===== config.mk =====
export PLATFORM = sky130hd
export DESIGN_NAME = ssl_latch_bank
export DESIGN_NICKNAME = d
export VERILOG_FILES = /design/src/hdl/ssl_pkg.sv /design/src/hdl/ssl_latch_bank.sv
export SDC_FILE = /design/constraint.sdc
export NUM_CORES = 1
export LEC_CHECK = 0
export BUFFER_PORTS_ARGS = -buffer_cell sky130_fd_sc_hd__buf_2
export CORE_ASPECT_RATIO = 0.7
export CORE_MARGIN = 1.5
export CORE_UTILIZATION = 62
export CTS_BUF_LIST = sky130_fd_sc_hd__clkbuf_4
export DETAILED_ROUTE_END_ITERATION = 8
export GPL_TIMING_DRIVEN = 0
export PLACE_DENSITY_LB_ADDON = 0.2
export SLEW_MARGIN = 5
export SYNTH_ARGS = -nofsm -noshare
export SYNTH_HDL_FRONTEND = slang
export SYNTH_SLANG_ARGS = --single-unit

===== constraint.sdc =====
create_clock -name CLK -period 10.9 [get_ports CLK]
set_input_delay 2.18 -clock CLK [delete_from_list [all_inputs] [get_ports CLK]]
set_output_delay 2.18 -clock CLK [all_outputs]
set_load 0.005 [all_outputs]

===== src/hdl/ssl_pkg.sv =====
// ssl_pkg: constants, field layouts and reset values of the serial latch bank.
// assumes a 125 MHz system clock; the serial port pins are asynchronous to it.
package ssl_pkg;
	// ==========================================================
	// serial word framing
	localparam int SR_W = 24;
	localparam int BODY_W = 22;
	localparam logic [1:0] SEL_CTRL = 2'h0; // latch_sel_bit1,bit0 = 0,0
	localparam logic [1:0] SEL_REF = 2'h1; // 0,1
	localparam logic [1:0] SEL_FB = 2'h2; // 1,0
	localparam logic [1:0] SEL_TEST = 2'h3; // 1,1, factory latch
	// ==========================================================
	// pin synchroniser bit positions
	localparam int PIN_N = 5;
	localparam int PIN_SCLK = 0;
	localparam int PIN_SDATA = 1;
	localparam int PIN_LOAD = 2;
	localparam int PIN_REF = 3;
	localparam int PIN_PHOK = 4;
	// ==========================================================
	// timing: host serial clock bound, in ns and in system cycles
	localparam int CLK_PERIOD_NS = 8;
	localparam int SCLK_MAX_MHZ = 20;
	localparam int SCLK_MIN_PERIOD_NS = 1000 / SCLK_MAX_MHZ;
	localparam int SCLK_MIN_PERIOD_CYC = SCLK_MIN_PERIOD_NS / CLK_PERIOD_NS;
	// ==========================================================
	// divider and lock constants
	localparam logic [4:0] PRESC_LO = 5'h08;
	localparam logic [4:0] PRESC_HI = 5'h10;
	localparam logic [2:0] LOCK_CYC_FINE = 3'h5;
	localparam logic [2:0] LOCK_CYC_COARSE = 3'h3;
	localparam logic [13:0] REF_DIV_MIN = 14'h0001;
	// ==========================================================
	// latch layouts, bit 21 of each struct is serial bit 23
	typedef struct packed {
		logic [1:0] prescaler_sel;
		logic [1:0] power_down;
		logic [2:0] cp_current_high; // cp_current_high_bit0 is lsb
		logic [2:0] cp_current_low; // cp_current_low_bit0 is lsb
		logic [1:0] out_power;
		logic mute_till_lock;
		logic cp_gain_sel;
		logic cp_tristate;
		logic phase_polarity_sel;
		logic [2:0] test_mux_output;
		logic counter_reset;
		logic [1:0] core_power; // core_power_bit1, core_power_bit0
	} ssl_ctrl_t;
	typedef struct packed {
		logic halfrate_prescaler_src;
		logic halfrate_output_en;
		logic cp_gain_sel;
		logic [12:0] main_count;
		logic spare;
		logic [4:0] swallow_count;
	} ssl_fb_t;
	typedef struct packed {
		logic [1:0] spare;
		logic [1:0] band_clk_div;
		logic factory_test_sel;
		logic lock_precision_sel;
		logic [1:0] antibacklash;
		logic [13:0] ref_div;
	} ssl_ref_t;
	localparam logic [21:0] CTRL_RST = 22'h000000;
	localparam logic [21:0] FB_RST = 22'h000000;
	localparam logic [21:0] REF_RST = 22'h000000;
endpackage : ssl_pkg


===== src/hdl/ssl_latch_bank.sv =====
// ssl_latch_bank: 3-wire serial port and the three write-only configuration latches,
// with the derived divider, lock detect and output gating state.
// assumes serial pins and the reference/phase pins are asynchronous and slow
// against CLK; everything is frozen while CLK_EN is low.
`timescale 1ns/100ps
`default_nettype none

// Operation
// - control latch holds low and high three-bit charge pump current groups
// - mute-till-lock set keeps RF outputs off until lock is reported
// - gain bit 1 selects high current group, 0 selects low group
// - three-state bit 1 forces charge pump output to high impedance
// - polarity bit 1 positive, 0 negative for inverting loop filters
// - counter reset bit holds reference and A/B counters in reset
// - feedback latch holds 5-bit swallow count 0 to 31
// - feedback latch holds 13-bit main count, valid 3 to 8191
// - total feedback division is prescaler times main count plus swallow count
// - feedback and control gain bits share one bit, latest write wins
// - feedback bit 22 enables the output divide-by-2
// - feedback bit 23 routes the halved signal to the prescaler
// - control code 0,1 loads the reference latch on load rise
// - reference latch holds 14-bit divide ratio 1 to 16383
// - reference bits 16 and 17 select antibacklash pulse width
// - lock after five good reference cycles if precision bit set, else three
// - test bit should be zero; factory latch contents are ignored
// - band select clock is reference divider output through optional divider
// - shift on serial clock rise; load rise transfers last 24 bits
// - control code 0,0 loads the control latch on load rise
module ssl_latch_bank (
	input wire logic CLK,
	input wire logic RSTN,
	input wire logic CLK_EN,
	input wire logic SER_CLK,
	input wire logic SER_DATA,
	input wire logic LOAD_ENABLE,
	input wire logic REF_IN,
	input wire logic PHASE_OK,
	output ssl_pkg::ssl_ctrl_t CTRL_LATCH,
	output ssl_pkg::ssl_fb_t FB_LATCH,
	output ssl_pkg::ssl_ref_t REF_LATCH,
	output logic CP_GAIN,
	output logic [2:0] CP_CURRENT,
	output logic CP_TRISTATE,
	output logic PHASE_POSITIVE,
	output logic COUNTER_RESET,
	output logic HALFRATE_OUTPUT_EN,
	output logic HALFRATE_PRESCALER_SRC,
	output logic [1:0] ANTIBACKLASH,
	output logic [17:0] FB_DIV_TOTAL,
	output logic REF_DIV_TICK,
	output logic BAND_CLK_TICK,
	output logic LOCKED,
	output logic RF_OUT_EN
);
	import ssl_pkg::*;

	// ==========================================================
	// pin synchronisers
	logic [PIN_N-1:0] sync1_reg;
	logic [PIN_N-1:0] sync2_reg;
	logic [PIN_N-1:0] sync3_reg;
	wire sclk_rise = sync2_reg[PIN_SCLK] & ~sync3_reg[PIN_SCLK];
	wire load_rise = sync2_reg[PIN_LOAD] & ~sync3_reg[PIN_LOAD];
	wire ref_rise = sync2_reg[PIN_REF] & ~sync3_reg[PIN_REF];
	wire phase_ok = sync2_reg[PIN_PHOK];

	// two flops per pin, third only for edge detection
	always_ff @(posedge CLK or negedge RSTN) begin
		if (!RSTN) begin
			sync1_reg <= '0;
			sync2_reg <= '0;
			sync3_reg <= '0;
		end else if (CLK_EN) begin
			sync1_reg <= {PHASE_OK, REF_IN, LOAD_ENABLE, SER_DATA, SER_CLK};
			sync2_reg <= sync1_reg;
			sync3_reg <= sync2_reg;
		end
	end

	// ==========================================================
	// input shift register and latch decode
	logic [SR_W-1:0] shift_reg;
	wire [SR_W-1:0] shift_next = {shift_reg[SR_W-2:0], sync2_reg[PIN_SDATA]};
	wire [1:0] latch_sel = shift_reg[1:0];
	wire [BODY_W-1:0] body = shift_reg[SR_W-1:2];
	wire ld_ctrl = load_rise && (latch_sel == SEL_CTRL);
	wire ld_fb = load_rise && (latch_sel == SEL_FB);
	wire ld_ref = load_rise && (latch_sel == SEL_REF);
	// factory latch code selects nothing here
	ssl_ctrl_t body_ctrl;
	ssl_fb_t body_fb;
	assign body_ctrl = ssl_ctrl_t'(body);
	assign body_fb = ssl_fb_t'(body);

	// shift msb first on each serial clock rise
	always_ff @(posedge CLK or negedge RSTN) begin
		if (!RSTN) begin
			shift_reg <= '0;
		end else if (CLK_EN && sclk_rise) begin
			shift_reg <= shift_next;
		end
	end

	// ==========================================================
	// configuration latches
	ssl_ctrl_t ctrl_reg;
	ssl_fb_t fb_reg;
	ssl_ref_t ref_reg;
	logic cp_gain_reg;
	wire cp_gain_next = ld_fb ? body_fb.cp_gain_sel : body_ctrl.cp_gain_sel;

	// load rise transfers the 22 field bits into the addressed latch
	always_ff @(posedge CLK or negedge RSTN) begin
		if (!RSTN) begin
			ctrl_reg <= ssl_ctrl_t'(CTRL_RST);
			fb_reg <= ssl_fb_t'(FB_RST);
			ref_reg <= ssl_ref_t'(REF_RST);
			cp_gain_reg <= 1'b0;
		end else if (CLK_EN) begin
			if (ld_ctrl)
				ctrl_reg <= body_ctrl;
			if (ld_fb)
				fb_reg <= body_fb;
			if (ld_ref)
				ref_reg <= ssl_ref_t'(body);
			if (ld_ctrl || ld_fb)
				cp_gain_reg <= cp_gain_next;
		end
	end

	// ==========================================================
	// reference divider, held while counter reset is set
	logic [13:0] ref_cnt_reg;
	logic ref_tick_reg;
	wire [13:0] ref_div_eff = (ref_reg.ref_div < REF_DIV_MIN) ? REF_DIV_MIN : ref_reg.ref_div;
	wire ref_wrap = (ref_cnt_reg >= ref_div_eff - REF_DIV_MIN);
	wire [13:0] ref_cnt_next = ref_wrap ? 14'h0000 : ref_cnt_reg + 14'h0001;
	wire ref_tick_next = ref_rise && ref_wrap && !ctrl_reg.counter_reset;

	// count reference edges, one tick per divide ratio
	always_ff @(posedge CLK or negedge RSTN) begin
		if (!RSTN) begin
			ref_cnt_reg <= '0;
			ref_tick_reg <= 1'b0;
		end else if (CLK_EN) begin
			if (ctrl_reg.counter_reset)
				ref_cnt_reg <= '0;
			else if (ref_rise)
				ref_cnt_reg <= ref_cnt_next;
			ref_tick_reg <= ref_tick_next;
		end
	end

	// ==========================================================
	// band select clock divider: 1, 2, 4 or 8
	logic [2:0] band_cnt_reg;
	logic band_tick_reg;
	wire [2:0] band_last = 3'((4'h1 << ref_reg.band_clk_div) - 4'h1);
	wire band_wrap = (band_cnt_reg >= band_last);
	wire band_tick_next = ref_tick_reg && band_wrap;

	// divide reference ticks down for the band select logic
	always_ff @(posedge CLK or negedge RSTN) begin
		if (!RSTN) begin
			band_cnt_reg <= '0;
			band_tick_reg <= 1'b0;
		end else if (CLK_EN) begin
			if (ctrl_reg.counter_reset)
				band_cnt_reg <= '0;
			else if (ref_tick_reg)
				band_cnt_reg <= band_wrap ? 3'h0 : band_cnt_reg + 3'h1;
			band_tick_reg <= band_tick_next;
		end
	end

	// ==========================================================
	// digital lock detect on reference cycles
	logic [2:0] good_cnt_reg;
	logic locked_reg;
	wire [2:0] lock_need = ref_reg.lock_precision_sel ? LOCK_CYC_FINE : LOCK_CYC_COARSE;
	wire [2:0] good_sat = (good_cnt_reg >= LOCK_CYC_FINE) ? good_cnt_reg : good_cnt_reg + 3'h1;
	wire [2:0] good_next = phase_ok ? good_sat : 3'h0;

	// count consecutive good cycles, a bad cycle restarts
	always_ff @(posedge CLK or negedge RSTN) begin
		if (!RSTN) begin
			good_cnt_reg <= '0;
			locked_reg <= 1'b0;
		end else if (CLK_EN) begin
			if (ctrl_reg.counter_reset)
				good_cnt_reg <= '0;
			else if (ref_tick_reg)
				good_cnt_reg <= good_next;
			locked_reg <= (good_cnt_reg >= lock_need);
		end
	end

	// ==========================================================
	// derived outputs, all registered
	wire [4:0] presc = ctrl_reg.prescaler_sel[0] ? PRESC_HI : PRESC_LO;
	wire [17:0] fb_total_next = 18'(presc * fb_reg.main_count) + 18'(fb_reg.swallow_count);
	wire [2:0] cp_cur_next = cp_gain_reg ? ctrl_reg.cp_current_high : ctrl_reg.cp_current_low;
	wire rf_en_next = !ctrl_reg.mute_till_lock || locked_reg;

	always_ff @(posedge CLK or negedge RSTN) begin
		if (!RSTN) begin
			FB_DIV_TOTAL <= '0;
			CP_CURRENT <= '0;
			RF_OUT_EN <= 1'b1;
		end else if (CLK_EN) begin
			FB_DIV_TOTAL <= fb_total_next;
			CP_CURRENT <= cp_cur_next;
			RF_OUT_EN <= rf_en_next;
		end
	end

	// field outputs straight from latch flops, ticks and lock from their own flops
	assign CTRL_LATCH = ctrl_reg;
	assign FB_LATCH = fb_reg;
	assign REF_LATCH = ref_reg;
	assign CP_GAIN = cp_gain_reg;
	assign CP_TRISTATE = ctrl_reg.cp_tristate;
	assign PHASE_POSITIVE = ctrl_reg.phase_polarity_sel;
	assign COUNTER_RESET = ctrl_reg.counter_reset;
	assign HALFRATE_OUTPUT_EN = fb_reg.halfrate_output_en;
	assign HALFRATE_PRESCALER_SRC = fb_reg.halfrate_prescaler_src;
	assign ANTIBACKLASH = ref_reg.antibacklash;
	assign REF_DIV_TICK = ref_tick_reg;
	assign BAND_CLK_TICK = band_tick_reg;
	assign LOCKED = locked_reg;
endmodule : ssl_latch_bank

`default_nettype wire


=== After elaboration in Yosys (flattened, before gate mapping) ===
Index checks and enable logic that the tools add are counted.

* Register bits: 150
* Input port bits: 8
* Output and inout port bits: 99

* Add/sub/neg operators: 6
* Multipliers: 1
* Magnitude comparators: 5
* Equality and inequality tests: 3
* Shift-type cells: 1
* Muxes and demuxes: 15
* Bitwise logic cells: 6
* Reduce and logical (&&, ||, !) cells: 21

{| class="wikitable"
|+ Operators by type and width
! kind !! count
|-
| $mux W14 || 4
|-
| $mux W3 || 9
|-
| $add A18 B5 Y18 || 1
|-
| $mul A5 B13 Y18 || 1
|-
| $add A14 B1 Y14 const B || 1
|-
| $ge A14 B14 Y1 || 1
|-
| $lt A14 B1 Y1 const B || 1
|-
| $sub A14 B1 Y14 const B || 1
|-
| $reduce_and A2 Y1 || 6
|-
| $logic_and A1 B1 Y1 || 7
|-
| $add A3 B1 Y3 const B || 2
|-
| $ge A3 B3 Y1 || 2
|-
| $mux W5 || 1
|-
| $reduce_bool A2 Y1 || 2
|-
| $and A1 B1 Y1 || 3
|-
| $ge A3 B3 Y1 const B || 1
|-
| $ne A3 B3 Y1 const B || 1
|-
| $not A1 Y1 || 3
|-
| $reduce_and A3 Y1 || 1
|-
| $shl A1 B2 Y3 const A || 1
|-
| $sub A3 B1 Y3 const B || 1
|-
| $eq A2 B1 Y1 const B || 1
|-
| $eq A2 B2 Y1 const B || 1
|-
| $logic_not A1 Y1 || 2
|-
| 3 further kinds || 4
|}

=== Logic depth before layout (Yosys ltp) ===
Gate-level depths: netlist of the first run.

* Depth after elaboration: 7
* Depth in mapped cells: 15
* Depth with buffers taken out: 15

=== Least setup slack after synthesis of the first run ===
OpenSTA, ideal clock, no wires.

* Path kind: register -> register
* From: reg ref_reg (netlist bit REF_LATCH[8])
* To: reg ref_cnt_reg[13]
* Setup time: 0.135 ns
* Data arrival time: 3.533 ns
* Data required time: 10.765 ns
* Setup slack: 7.232 ns
* Stages on the path, launching flop included: 15
* Buffers on the path: 0
* Clock period less this slack: 3.668 ns
* Path through: dfrtp_1 > or4_4 > or3_4 > nor4_4 > a31oi_1 > ha_1 > nand2_1 > nor3_1 > xnor2_1 > ha_1 > nand4_1 > nor3_1 > a2111oi_4 > nor2_1 > nor2_1

* Longest elaborated chain between the ends: 7

{| class="wikitable"
|+ RTL lines
! element !! RTL line !! RTL
|-
| start, declared || ssl_latch_bank.sv:108 || <nowiki>ssl_ref_t ref_reg;</nowiki>
|-
| start signal, assigned || ssl_latch_bank.sv:117 || <nowiki>ref_reg <= ssl_ref_t'(REF_RST);</nowiki>
|-
| start signal, assigned || ssl_latch_bank.sv:125 || <nowiki>ref_reg <= ssl_ref_t'(body);</nowiki>
|-
| $lt A14 B1 Y1 || ssl_latch_bank.sv:135 || <nowiki>wire [13:0] ref_div_eff = (ref_reg.ref_div < REF_DIV_MIN) ? REF_DIV_MIN : ref_reg.ref_div;</nowiki>
|-
| $mux W14 (*) || ssl_latch_bank.sv:135 ||
|-
| $sub A14 B1 Y14 (*) || ssl_latch_bank.sv:136 || <nowiki>wire ref_wrap = (ref_cnt_reg >= ref_div_eff - REF_DIV_MIN);</nowiki>
|-
| $ge A14 B14 Y1 (*) || ssl_latch_bank.sv:136 ||
|-
| $mux W14 (*) || ssl_latch_bank.sv:137 || <nowiki>wire [13:0] ref_cnt_next = ref_wrap ? 14'h0000 : ref_cnt_reg + 14'h0001;</nowiki>
|-
| $mux W14 (*) || ssl_latch_bank.sv:148 || <nowiki>else if (ref_rise)</nowiki>
|-
| $mux W14 (*) || ssl_latch_bank.sv:146 || <nowiki>if (ctrl_reg.counter_reset)</nowiki>
|-
| end signal, assigned || ssl_latch_bank.sv:149 || <nowiki>ref_cnt_reg <= ref_cnt_next;</nowiki>
|-
| end, declared || ssl_latch_bank.sv:133 || <nowiki>logic [13:0] ref_cnt_reg;</nowiki>
|}

Every way passes the cells marked *; elsewhere a longest branch is shown, timed or not. The select of a mux whose other input is x is not followed.
A chain may end at the register's enable or synchronous reset.

=== Final worst setup path of the first run ===
* From: reg ref_reg (netlist bit REF_LATCH[7])
* To: reg ref_cnt_reg[3]

Same word-level chain as after synthesis.

==> results.md, run 1 <==
- Status: complete, no violations
- Port bufs: about 110
- Layout cell share with drive strength beyond 1: 35.4%
- Fraction of power consumed by the clock network: approximately 22%
- Initial DRC count: between 300 and 400
- Die Height: a little under 100 um
- Cts hold-fix bufs: 0
- Worst-Margin Slew: between 700 and 800 ps
- Layout Nets: approximately 840
- Most used DFF post-synth: dfrtp_1
- Crit-path max FO: 8
- GRT busiest layer: met2
- WHS: around 500 ps
- Worst-Skew Late Latency: approximately 560 ps
- Vias per std cell: between 5 and 6
- Max-Cap Viols: 0
- Starting density of the core: roughly 65%
- Final worst clock skew: between 20 and 25 ps
- Bufs on Longest Clock Path: 2
- Top-area cell type share of the netlist area: between 40 and 50%
- CTS clk-pin slew, worst paths: roughly 140 ps
- Crit path kind: reg2reg
- Largest net degree at the start of global routing: 100
- Worst Path Required: 11,330 ps
- Fin util: approximately three quarters
- Final worst path period share: about two fifths
- Hpwl dp: 12,700 um
- Unrepaired setup endpoints after global routing: no
- Warnings from Yosys: 0
- Grt met3 use: between 6 and 7%
- GPL Wtd Cong: approximately 0.84
- Max FFs per register: 24
- Placed Instance Area: 8460 sq um
- Sequential area share after synthesis: between 40 and 50%
- Die W: 136 um
- Root buf cell: clkbuf_4
- Slew headroom: approximately 50%
- Mean Syn Cell Area: ~12 sq um
- Rows: 33
- CTS tree: yes
- Antenna diodes: 0
- P_leak: 4.62 nW
- Fin area: ~9000 sq um
- Yosys top cell by area: dfrtp_1
- Startpoint Class: flop
- GRT Overall Usage: between 20% and 30%
- Post-CTS setup buffers: 0
- Sw Ratio: between 30% and 40%
- Synth Register Bits: about 150
- Drt first pass iters: 4
- Vias in the first global route: ~5,400
- Post-Synthesis Cells: 636
- Max Clock Freq: between 200 and 250 MHz
- Layout area overhead: 14.1%
- Internal: between 1 and 1.5 mW
- Placeable core area: between 10,000 and 15,000 sq um
- Initial antenna violation count: 0
- Full die area: between 10,000 and 15,000 sq um
- Post-route ant nets: 0
- Pwr dens: 186 nW/um^2
- Cell variety after synth: between 50 and 60
- Min-delay worst type: reg2reg
- Final Hold Fails: 0
- Vias: ~5,500
- DRC: 0
- Peak VDD IR: 137 uV
- Total Power: 1.63 mW
- Sequential power share: a little under half
- Final setup viols: 0
- EDFF count, synth: 0
- Met1 GRT Util: between 40% and 50%
- Final TNS setup: 0 ps
- Period minus WS final: around 4400 ps
- First-pass GRT wire length: approximately 28,000 um
- Gr ovfl total: 0
- Combinational power share: around a third
- Sw Pwr: 0.582 mW
- CTS-repair resized insts: 0
- Final WL: ~17,000 um
- Endpoint type of the worst setup path: flop
- Top post-synthesis cells by area: dfrtp_1, mux2_2, ha_1
- Routed len/inst: ~18 um
- Post-Syn Area: ~7700 sq um
- Commonest non-fill, non-tap cell in the layout: dfrtp_1
- H-tree lvl count: 4
- I/O pin total: 107
- M2 GR Usage: between 40% and 50%
- CTS sink count: between 100 and 150
- TritonCTS Buffers: 17
- Ys async rst share: 100%
- Data arrival, critical path: just under 5000 ps
- Most frequent cells in the layout: dfrtp_1, mux2_2, buf_2
- Max Slew Vio Count: 0
==> critical path, cell delays in order, from the launching register on <==
cell	delay (ps)
dfrtp_1	460
or4_4	560
or3_4	380
nor4_4	290
a31oi_1	190
ha_1	260
nand2_1	180
nor3_1	90
xnor2_1	150
ha_1	310
nand4_1	120
nor3_1	480
a2111oi_4	200
nor2_1	480
nor2_1	110
==> kinds of logic (layout without fill, tap and decap cells) <==
logic type | count (synthesis) | in the layout | share of synthesized area [%]
AND/OR/NAND/NOR | 125 | 125 | 8.47
XOR/XNOR | 25 | 25 | 2.85
adder cells (fa/ha/maj) | 66 | 66 | 11.0
other | 1 | 9 | 0.0488
AO/OA/AOI/OAI | 96 | 96 | 7.98
flip-flops | 149 | 149 | 48.6
buffers and inverters | 50 | 188 | 3.00
multiplexers | 124 | 124 | 18.1
==> power groups by stage <==
stage | clock [mW] | sequential, mW | combinational (mW)
finish | 0.363 | 0.745 | 0.525
global route | 0.389 | 0.760 | 0.587
CTS | 0.368 | 0.743 | 0.524
detailed placement | 0 | 0.753 | 0.516
global placement | 0 | 0.746 | 0.488
floorplan | 0 | 0.725 | 0.361
==> Yosys cell counts (all sizes together), types with 5 or more instances <==
library cell,instances
dfrtp,148
mux2,120
ha,64
nor2,33
a21oi,30
nand2,30
o21ai,24
inv,23
buf,19
xnor2,14
nor3,12
xor2,11
nand3,9
a21o,8
clkbuf,8
nor2b,7
nand3b,6
a31oi,5
and2,5
nand2b,5
nor4,5
o31ai,5
==> area by class of cell <==
class                      count  area [sq um]
buffer                        27           144
clock buffer                  18           135
clock inverter                14           160
fill                         824          3130
inverter                      23          86.3
multi-input combinational    445          3750
sequential                   149          3730
tap                          157           196
timing repair buffer         106           559
==> final timing paths <==
path / from / end / slack [ps] / cells after the start
hold reg to reg: RF_OUT_EN$_DFFE_PN1P_ / RF_OUT_EN$_DFFE_PN1P_ / 490 / 2
min in group asynchronous: RSTN / FB_DIV_TOTAL[8]$_DFFE_PN0P_ / 1560 / 1
max in group asynchronous: RSTN / sync2_reg[2]$_DFFE_PN0P_ / 8490 / 2
hold / removal: RF_OUT_EN$_DFFE_PN1P_ / RF_OUT_EN$_DFFE_PN1P_ / 490 / 2
setup reg to reg: REF_LATCH[7]$_DFFE_PN0P_ / ref_cnt_reg[3]$_DFFE_PN0P_ / 6510 / 14
setup / recovery: REF_LATCH[7]$_DFFE_PN0P_ / ref_cnt_reg[3]$_DFFE_PN0P_ / 6510 / 14
==> metrics by stage <==
step	setup WS [ps]	cells
floorplan	7230	644
CTS	6600	939
detailed placement	6520	907
global route	6280	939
global placement	5580	906
finish	6510	939
==> routing by layer <==
metal  share of wire [%]  up-vias  wire (um)
li1                    -     2542          -
met1                  46     2760       7970
met2                  45      176       7780
met3                 7.1       19       1230
met4                 1.3        0        231
met5                   0        -          0
No activity file was read; power rests on OpenSTA's default activity.
==> run 2: changes to the inputs <==
CORE_UTILIZATION = 54   (was 62)
clock period = 3.89 ns   (was 10.9 ns; I/O delays follow)
==> results.md, run 2 (synthesized netlist as in run 1, its figures left out) <==
- Slew headroom: 42.9% (-6.3 points)
- Final WS setup: 134 ps (-6380 ps)
- Endpoint type of the worst setup path: flop
- Final worst clock skew: 16.4 ps (-5.62 ps)
- Initial DRC count: 332 (-12%)
- Largest net degree at the start of global routing: 93 (-7.0%)
- Most frequent cells in the layout: dfrtp_1, mux2_2, buf_2
- Max FFs per register: 24 (unchanged)
- P_leak: 4.65 nW (+0.75%)
- Delay-heaviest family, CP: simple AND/OR/NAND/NOR gates
- Data arrival, critical path: 4220 ps (-590 ps)
- Final TNS setup: 0 ps (unchanged)
- Crit path kind: reg2reg
- Vias: 5,393 (-1.9%)
- Worst path cell trace: or4_4 > or3_4 > nor4_4 > a31oi_2 > ha_2 > nand2_1 > xnor2_1 > ha_1 > a21o_1 > a21oi_2 > o21ai_2 > a2111oi_4 > buf_6 > a31oi_1 > a31oi_1
- I/O pin total: 107 (unchanged)
- Crit-path max FO: 8 (unchanged)
- Reg2reg path depth: 15 (+1)
- Placed Instance Area: 8510 sq um (+0.49%)
- Die Height: 103 um (+6.9%)
- Vias per std cell: 5.51 (-5.8%)
- Worst Path Required: 4360 ps (-6970 ps)
- Commonest non-fill, non-tap cell in the layout: dfrtp_1
- Rows: 36 (+9.1%)
- Antenna diodes: 0 (unchanged)
- Max Clock Freq: 266 MHz (+17%)
- Full die area: 15,000 sq um (+14%)
- Fin util: 63.7% (-10 points)
- Die W: 146 um (+7.0%)
- Startpoint Class: flop
- CP max stage cell: or4_4
- Layout area overhead: 15.5%
- Setup slack, reg-to-reg: 130 ps (-6380 ps)
- TritonCTS Buffers: 17 (unchanged)
- Max-Cap Viols: 0 (unchanged)
- H-tree lvl count: 4 (unchanged)
- Pwr dens: 524 nW/um^2 (+180%)
- Status: complete, no violations
- Port bufs: 105 (unchanged)
- Worst-Skew Late Latency: 550 ps (about the same)
- CTS tree: yes
- Gr ovfl total: 0 (unchanged)
- Vias in the first global route: 5,369 (-1.3%)
- Final WL: 17,300 um (+0.73%)
- DRC: 0 (unchanged)
- Layout Nets: 850 (+0.83%)
- Worst-Margin Slew: 853 ps (+94.5 ps)
- Final Hold Fails: 0 (unchanged)
- Worst Setup SP: REF_LATCH[8]$_DFFE_PN0P_
- Fillers: 1,076 (+31%)
- Unrepaired setup endpoints after global routing: yes
- Layout cell share with drive strength beyond 1: 37.6% (+2.1 points)
- Min-delay worst type: in2async
- Peak VDD IR: 374 uV (+170%)
- Critical Path End: ref_cnt_reg[10]$_DFFE_PN0P_
- Max incr delay on CP: 570 ps (about the same)
- GPL Wtd Cong: 0.863 (+2.4%)
- Worst slack at placement: -337 ps (-6860 ps)
- Critical path depth in cells: 15 (+1)
- Reg-to-reg endpoint: ref_cnt_reg[10]$_DFFE_PN0P_
- CTS clk-pin slew, worst paths: 120 ps (-20 ps)
- Final setup viols: 0 (unchanged)
- FF-to-FF Start: REF_LATCH[8]$_DFFE_PN0P_
- Period minus WS final: 3760 ps (-632 ps)
- CTS sink count: 149 (unchanged)
- Bufs on Longest Clock Path: 2 (unchanged)
- Final worst path period share: 96.5% (+56 points)
- Starting density of the core: 55.2% (-9.4 points)
- GRT Overall Usage: 24.6% (-3.9 points)
- Fin area: 8870 sq um (+1.2%)
- Routed len/inst: 17.7 um (-3.3%)
- WHS: 195 ps (-297 ps)
- Placeable core area: 13,900 sq um (+17%)
- Post-route ant nets: 0 (unchanged)
- Hpwl dp: 12,600 um (-0.30%)
- Most Frequent Cell on Critical Path: a31oi_1
- Root buf cell: clkbuf_4
- Initial antenna violation count: 0 (unchanged)
- First-pass GRT wire length: 28,200 um (+0.64%)
- Drt first pass iters: 5 (+1)
- Buffer and inverter count on the worst path: 1 (+1)
- Max Slew Vio Count: 0 (unchanged)
run 2: cell types whose count changed in the layout (fill, tap and decap cells not counted), sizes merged:
| cell | before | now |
|---|---|---|
| buf | 125 | 133 |
| clkinv | 7 | 10 |
| clkinvlp | 3 | 1 |
| bufinv | 3 | 2 |
| clkbuf | 26 | 25 |
| inv | 24 | 23 |
run 2: where the power goes:
part | switching [mW] | leakage (nW) | total (mW) | internal (mW)
Sequential | 0.287 | 1.97 | 2.08 | 1.80
Clock | 0.535 | 0.141 | 0.906 | 0.371
Combinational | 0.839 | 2.54 | 1.65 | 0.812
run 2: area by class of cell:
class	instances	area (sq um)	area share [%]
well taps	190	238	2.68
clock inverters	13	116	1.31
flip-flops and latches	149	3730	42.1
plain buffers	26	141	1.59
multi-input cells	445	3790	42.8
inverters	23	86.3	0.974
repair buffers	114	623	7.03
clock buffers	18	135	1.52
run 2: per-stage QoR:
stage	std cells	power, mW
after CTS	976	4.59
final	978	4.64
after floorplan	644	3.04
after global placement	939	3.47
after detailed placement	940	3.56
after global routing	978	4.97
run 2: routing by layer:
layer	track usage [%]	vias to the layer above	routed length, um
li1	-	2556	-
met1	35.0	2689	8620
met2	37.4	135	7540
met3	7.61	13	1060
met4	5.65	0	115
met5	0	-	0
run 2: timing repair:
| item | 4_1_cts | 5_1_grt |
|---|---|---|
| pin swaps | 4 | 3 |
| setup buffers | 6 | 2 |
| hold buffers | 0 | 0 |
| endpoints found under the setup margin | 20 | 21 |
| resized for setup | 8 | 7 |
run 2: how the worst min path moves through the flow:
stage	start	endpoint	slack (ps)	cells past startpoint
5_1_grt	RSTN	FB_LATCH[0]$_DFFE_PN0P_	170	1
2_1_floorplan	CTRL_LATCH[9]$_DFFE_PN0P_	RF_OUT_EN$_DFFE_PN1P_	440	1
6_report	RSTN	FB_DIV_TOTAL[8]$_DFFE_PN0P_	200	1
4_1_cts	RSTN	FB_DIV_TOTAL[8]$_DFFE_PN0P_	180	1
3_5_place_dp	REF_LATCH[17]$_DFFE_PN0P_	REF_LATCH[17]$_DFFE_PN0P_	470	1
3_3_place_gp	REF_LATCH[17]$_DFFE_PN0P_	REF_LATCH[17]$_DFFE_PN0P_	470	1
==> run 3: changes to the inputs <==
CORE_UTILIZATION = 60   (was 54)
clock period = 4.01 ns   (was 3.89 ns; I/O delays follow)
==> results.md, run 3 (synthesized netlist as in run 1, its figures left out) <==
- Endpoint type of the worst setup path: flop
- Unrepaired setup endpoints after global routing: yes
- Hpwl dp: 12,400 um (-1.6%)
- Gr ovfl total: 0 (unchanged)
- Pwr dens: 543 nW/um^2 (+3.8%)
- Vias per std cell: 5.78 (+4.8%)
- WHS: 203 ps (+7.93 ps)
- First-pass GRT wire length: 28,000 um (-0.69%)
- Rows: 34 (-5.6%)
- Initial DRC count: 276 (-17%)
- Worst path cell trace: or4_4 > or3_4 > nor4_4 > a31oi_2 > ha_4 > nand2_2 > nor4_1 > xnor2_1 > ha_1 > nand2_2 > o21a_1 > nor2_4 > a2111oi_4 > buf_4 > a31oi_1 > a31oi_1
- Worst Path Required: 4470 ps (+110 ps)
- Commonest non-fill, non-tap cell in the layout: dfrtp_1
- Routed len/inst: 18.4 um (+3.6%)
- Crit-path max FO: 4 (-4)
- Placeable core area: 12,500 sq um (-10%)
- Max Clock Freq: 248 MHz (-6.7%)
- Layout cell share with drive strength beyond 1: 39.6% (+2.0 points)
- Buffer and inverter count on the worst path: 1 (unchanged)
- CTS tree: yes
- GRT Overall Usage: 26.4% (+1.8 points)
- Violated checks: setup timing
- Final worst path period share: 100% (+3.8 points)
- Starting density of the core: 61.6% (+6.4 points)
- Max-Cap Viols: 0 (unchanged)
- Root buf cell: clkbuf_4
- Fillers: 919 (-15%)
- Antenna diodes: 0 (unchanged)
- Multi-input gate area: 3850 sq um (+1.5%)
- P_leak: 4.70 nW (+1.1%)
- CP max stage cell: or4_4
- Die Height: 97.7 um (-5.0%)
- Fin util: 72.2% (+8.5 points)
- Initial antenna violation count: 0 (unchanged)
- Layout Nets: 854 (+0.47%)
- Post-route ant nets: 0 (unchanged)
- Vias in the first global route: 5,402 (+0.61%)
- Final setup viols: 1 (+1)
- Max incr delay on CP: 580 ps (about the same)
- Most frequent cells in the layout: dfrtp_1, mux2_2, buf_2
- Period minus WS final: 4020 ps (+269 ps)
- Layout area overhead: 17.1%
- Startpoint Class: flop
- Delay-heaviest family, CP: simple AND/OR/NAND/NOR gates
- Peak VDD IR: 410 uV (+9.5%)
- GPL Wtd Cong: 0.814 (-5.7%)
- Final Hold Fails: 0 (unchanged)
- Total Power: 4.89 mW (+5.3%)
- Slew headroom: 41.5% (-1.4 points)
- CTS sink count: 149 (unchanged)
- Drt first pass iters: 5 (unchanged)
- DRC: 0 (unchanged)
- CTS clk-pin slew, worst paths: 130 ps (about the same)
- Port bufs: 105 (unchanged)
- Max FFs per register: 24 (unchanged)
- Final WL: 17,500 um (+1.2%)
- Vias: 5,521 (+2.4%)
- Die W: 138 um (-5.0%)
- Largest net degree at the start of global routing: 99 (+6.5%)
- Placed Instance Area: 8470 sq um (-0.41%)
- Worst-Skew Late Latency: 540 ps (about the same)
- Min-delay worst type: in2async
- TritonCTS Buffers: 17 (unchanged)
- I/O pin total: 107 (unchanged)
- Fin area: 8990 sq um (+1.4%)
- H-tree lvl count: 4 (unchanged)
- Status: finished with violations
- Worst-Margin Slew: 874 ps (+21.6 ps)
- Bufs on Longest Clock Path: 2 (unchanged)
- Cts hold-fix bufs: 0 (unchanged)
- Sequential Area: 3730 sq um (unchanged)
- Data arrival, critical path: 4490 ps (+270 ps)
- Max Slew Vio Count: 0 (unchanged)
- Full die area: 13,500 sq um (-9.8%)
- Final worst clock skew: 27.4 ps (+11.0 ps)
- Final WS setup: -14.6 ps (-149 ps)
- Crit path kind: reg2reg
==> run 3: cell count changes in the layout (fill, tap and decap cells not counted), sizes merged <==
cell,change
bufinv,+2
clkinv,-4
clkinvlp,+1
clkbuf,+2
buf,+4
==> run 3: what timing repair did <==
action	4_1_cts	5_1_grt
pin swaps	1	15
hold endpoints to repair	0	0
buffers inserted	2	10
gates resized for setup	4	25
endpoints found under the setup margin	17	20
==> run 3: worst paths after layout <==
kind	slack, ps	depth (start not counted)	from	end
min reg2reg	500	1	REF_LATCH[17]$_DFFE_PN0P_	REF_LATCH[17]$_DFFE_PN0P_
max in group asynchronous	2950	2	RSTN	RF_OUT_EN$_DFFE_PN1P_
max reg2reg	-10	16	REF_LATCH[8]$_DFFE_PN0P_	ref_cnt_reg[10]$_DFFE_PN0P_
min in group CLK	480	2	PHASE_OK	sync1_reg[4]$_DFFE_PN0P_
min	200	1	RSTN	FB_DIV_TOTAL[0]$_DFFE_PN0P_
max	-10	16	REF_LATCH[8]$_DFFE_PN0P_	ref_cnt_reg[10]$_DFFE_PN0P_
==> run 3: worst register-to-register path, delay by kind of cell (launching register included) <==
family | cells | cell delay (ps)
compound gates | 5 | 860
xor+xnor | 1 | 240
fa+ha+maj | 2 | 520
buf+inv | 1 | 200
flops | 1 | 440
simple gates | 7 | 1710
==> run 3: cell type report <==
cell class	instances	share of cell area, %
Inverter	23	0.960
Sequential cell	149	41.5
Buffer	26	1.57
Clock buffer	20	1.67
Tap cell	162	2.25
Clock inverter	12	2.00
Timing Repair Buffer	118	7.22
Multi-Input combinational cell	445	42.8
==> run 3: report_power, final <==
group          switching (mW)  internal [mW]
Sequential              0.279           1.74
Clock                   0.556          0.517
Combinational           0.898          0.892
Total                    1.73           3.15
==> run 3: layer usage <==
metal	vias up	track usage, %	wire length (um)
li1	2570	-	-
met1	2753	38.2	8430
met2	181	38.8	7700
met3	17	7.89	1170
met4	0	7.29	237
met5	-	0	0
==> run 3: stage by stage <==
| stage | TNS (ps) | cells | setup slack [ps] |
|---|---|---|---|
| 2_1_floorplan | 0 | 644 | 342 |
| 3_3_place_gp | -1050 | 911 | -138 |
| 3_5_place_dp | -1790 | 912 | -196 |
| 4_1_cts | 0 | 946 | 37.4 |
| 5_1_grt | -1770 | 955 | -213 |
| 6_report | -14.6 | 955 | -14.6 |
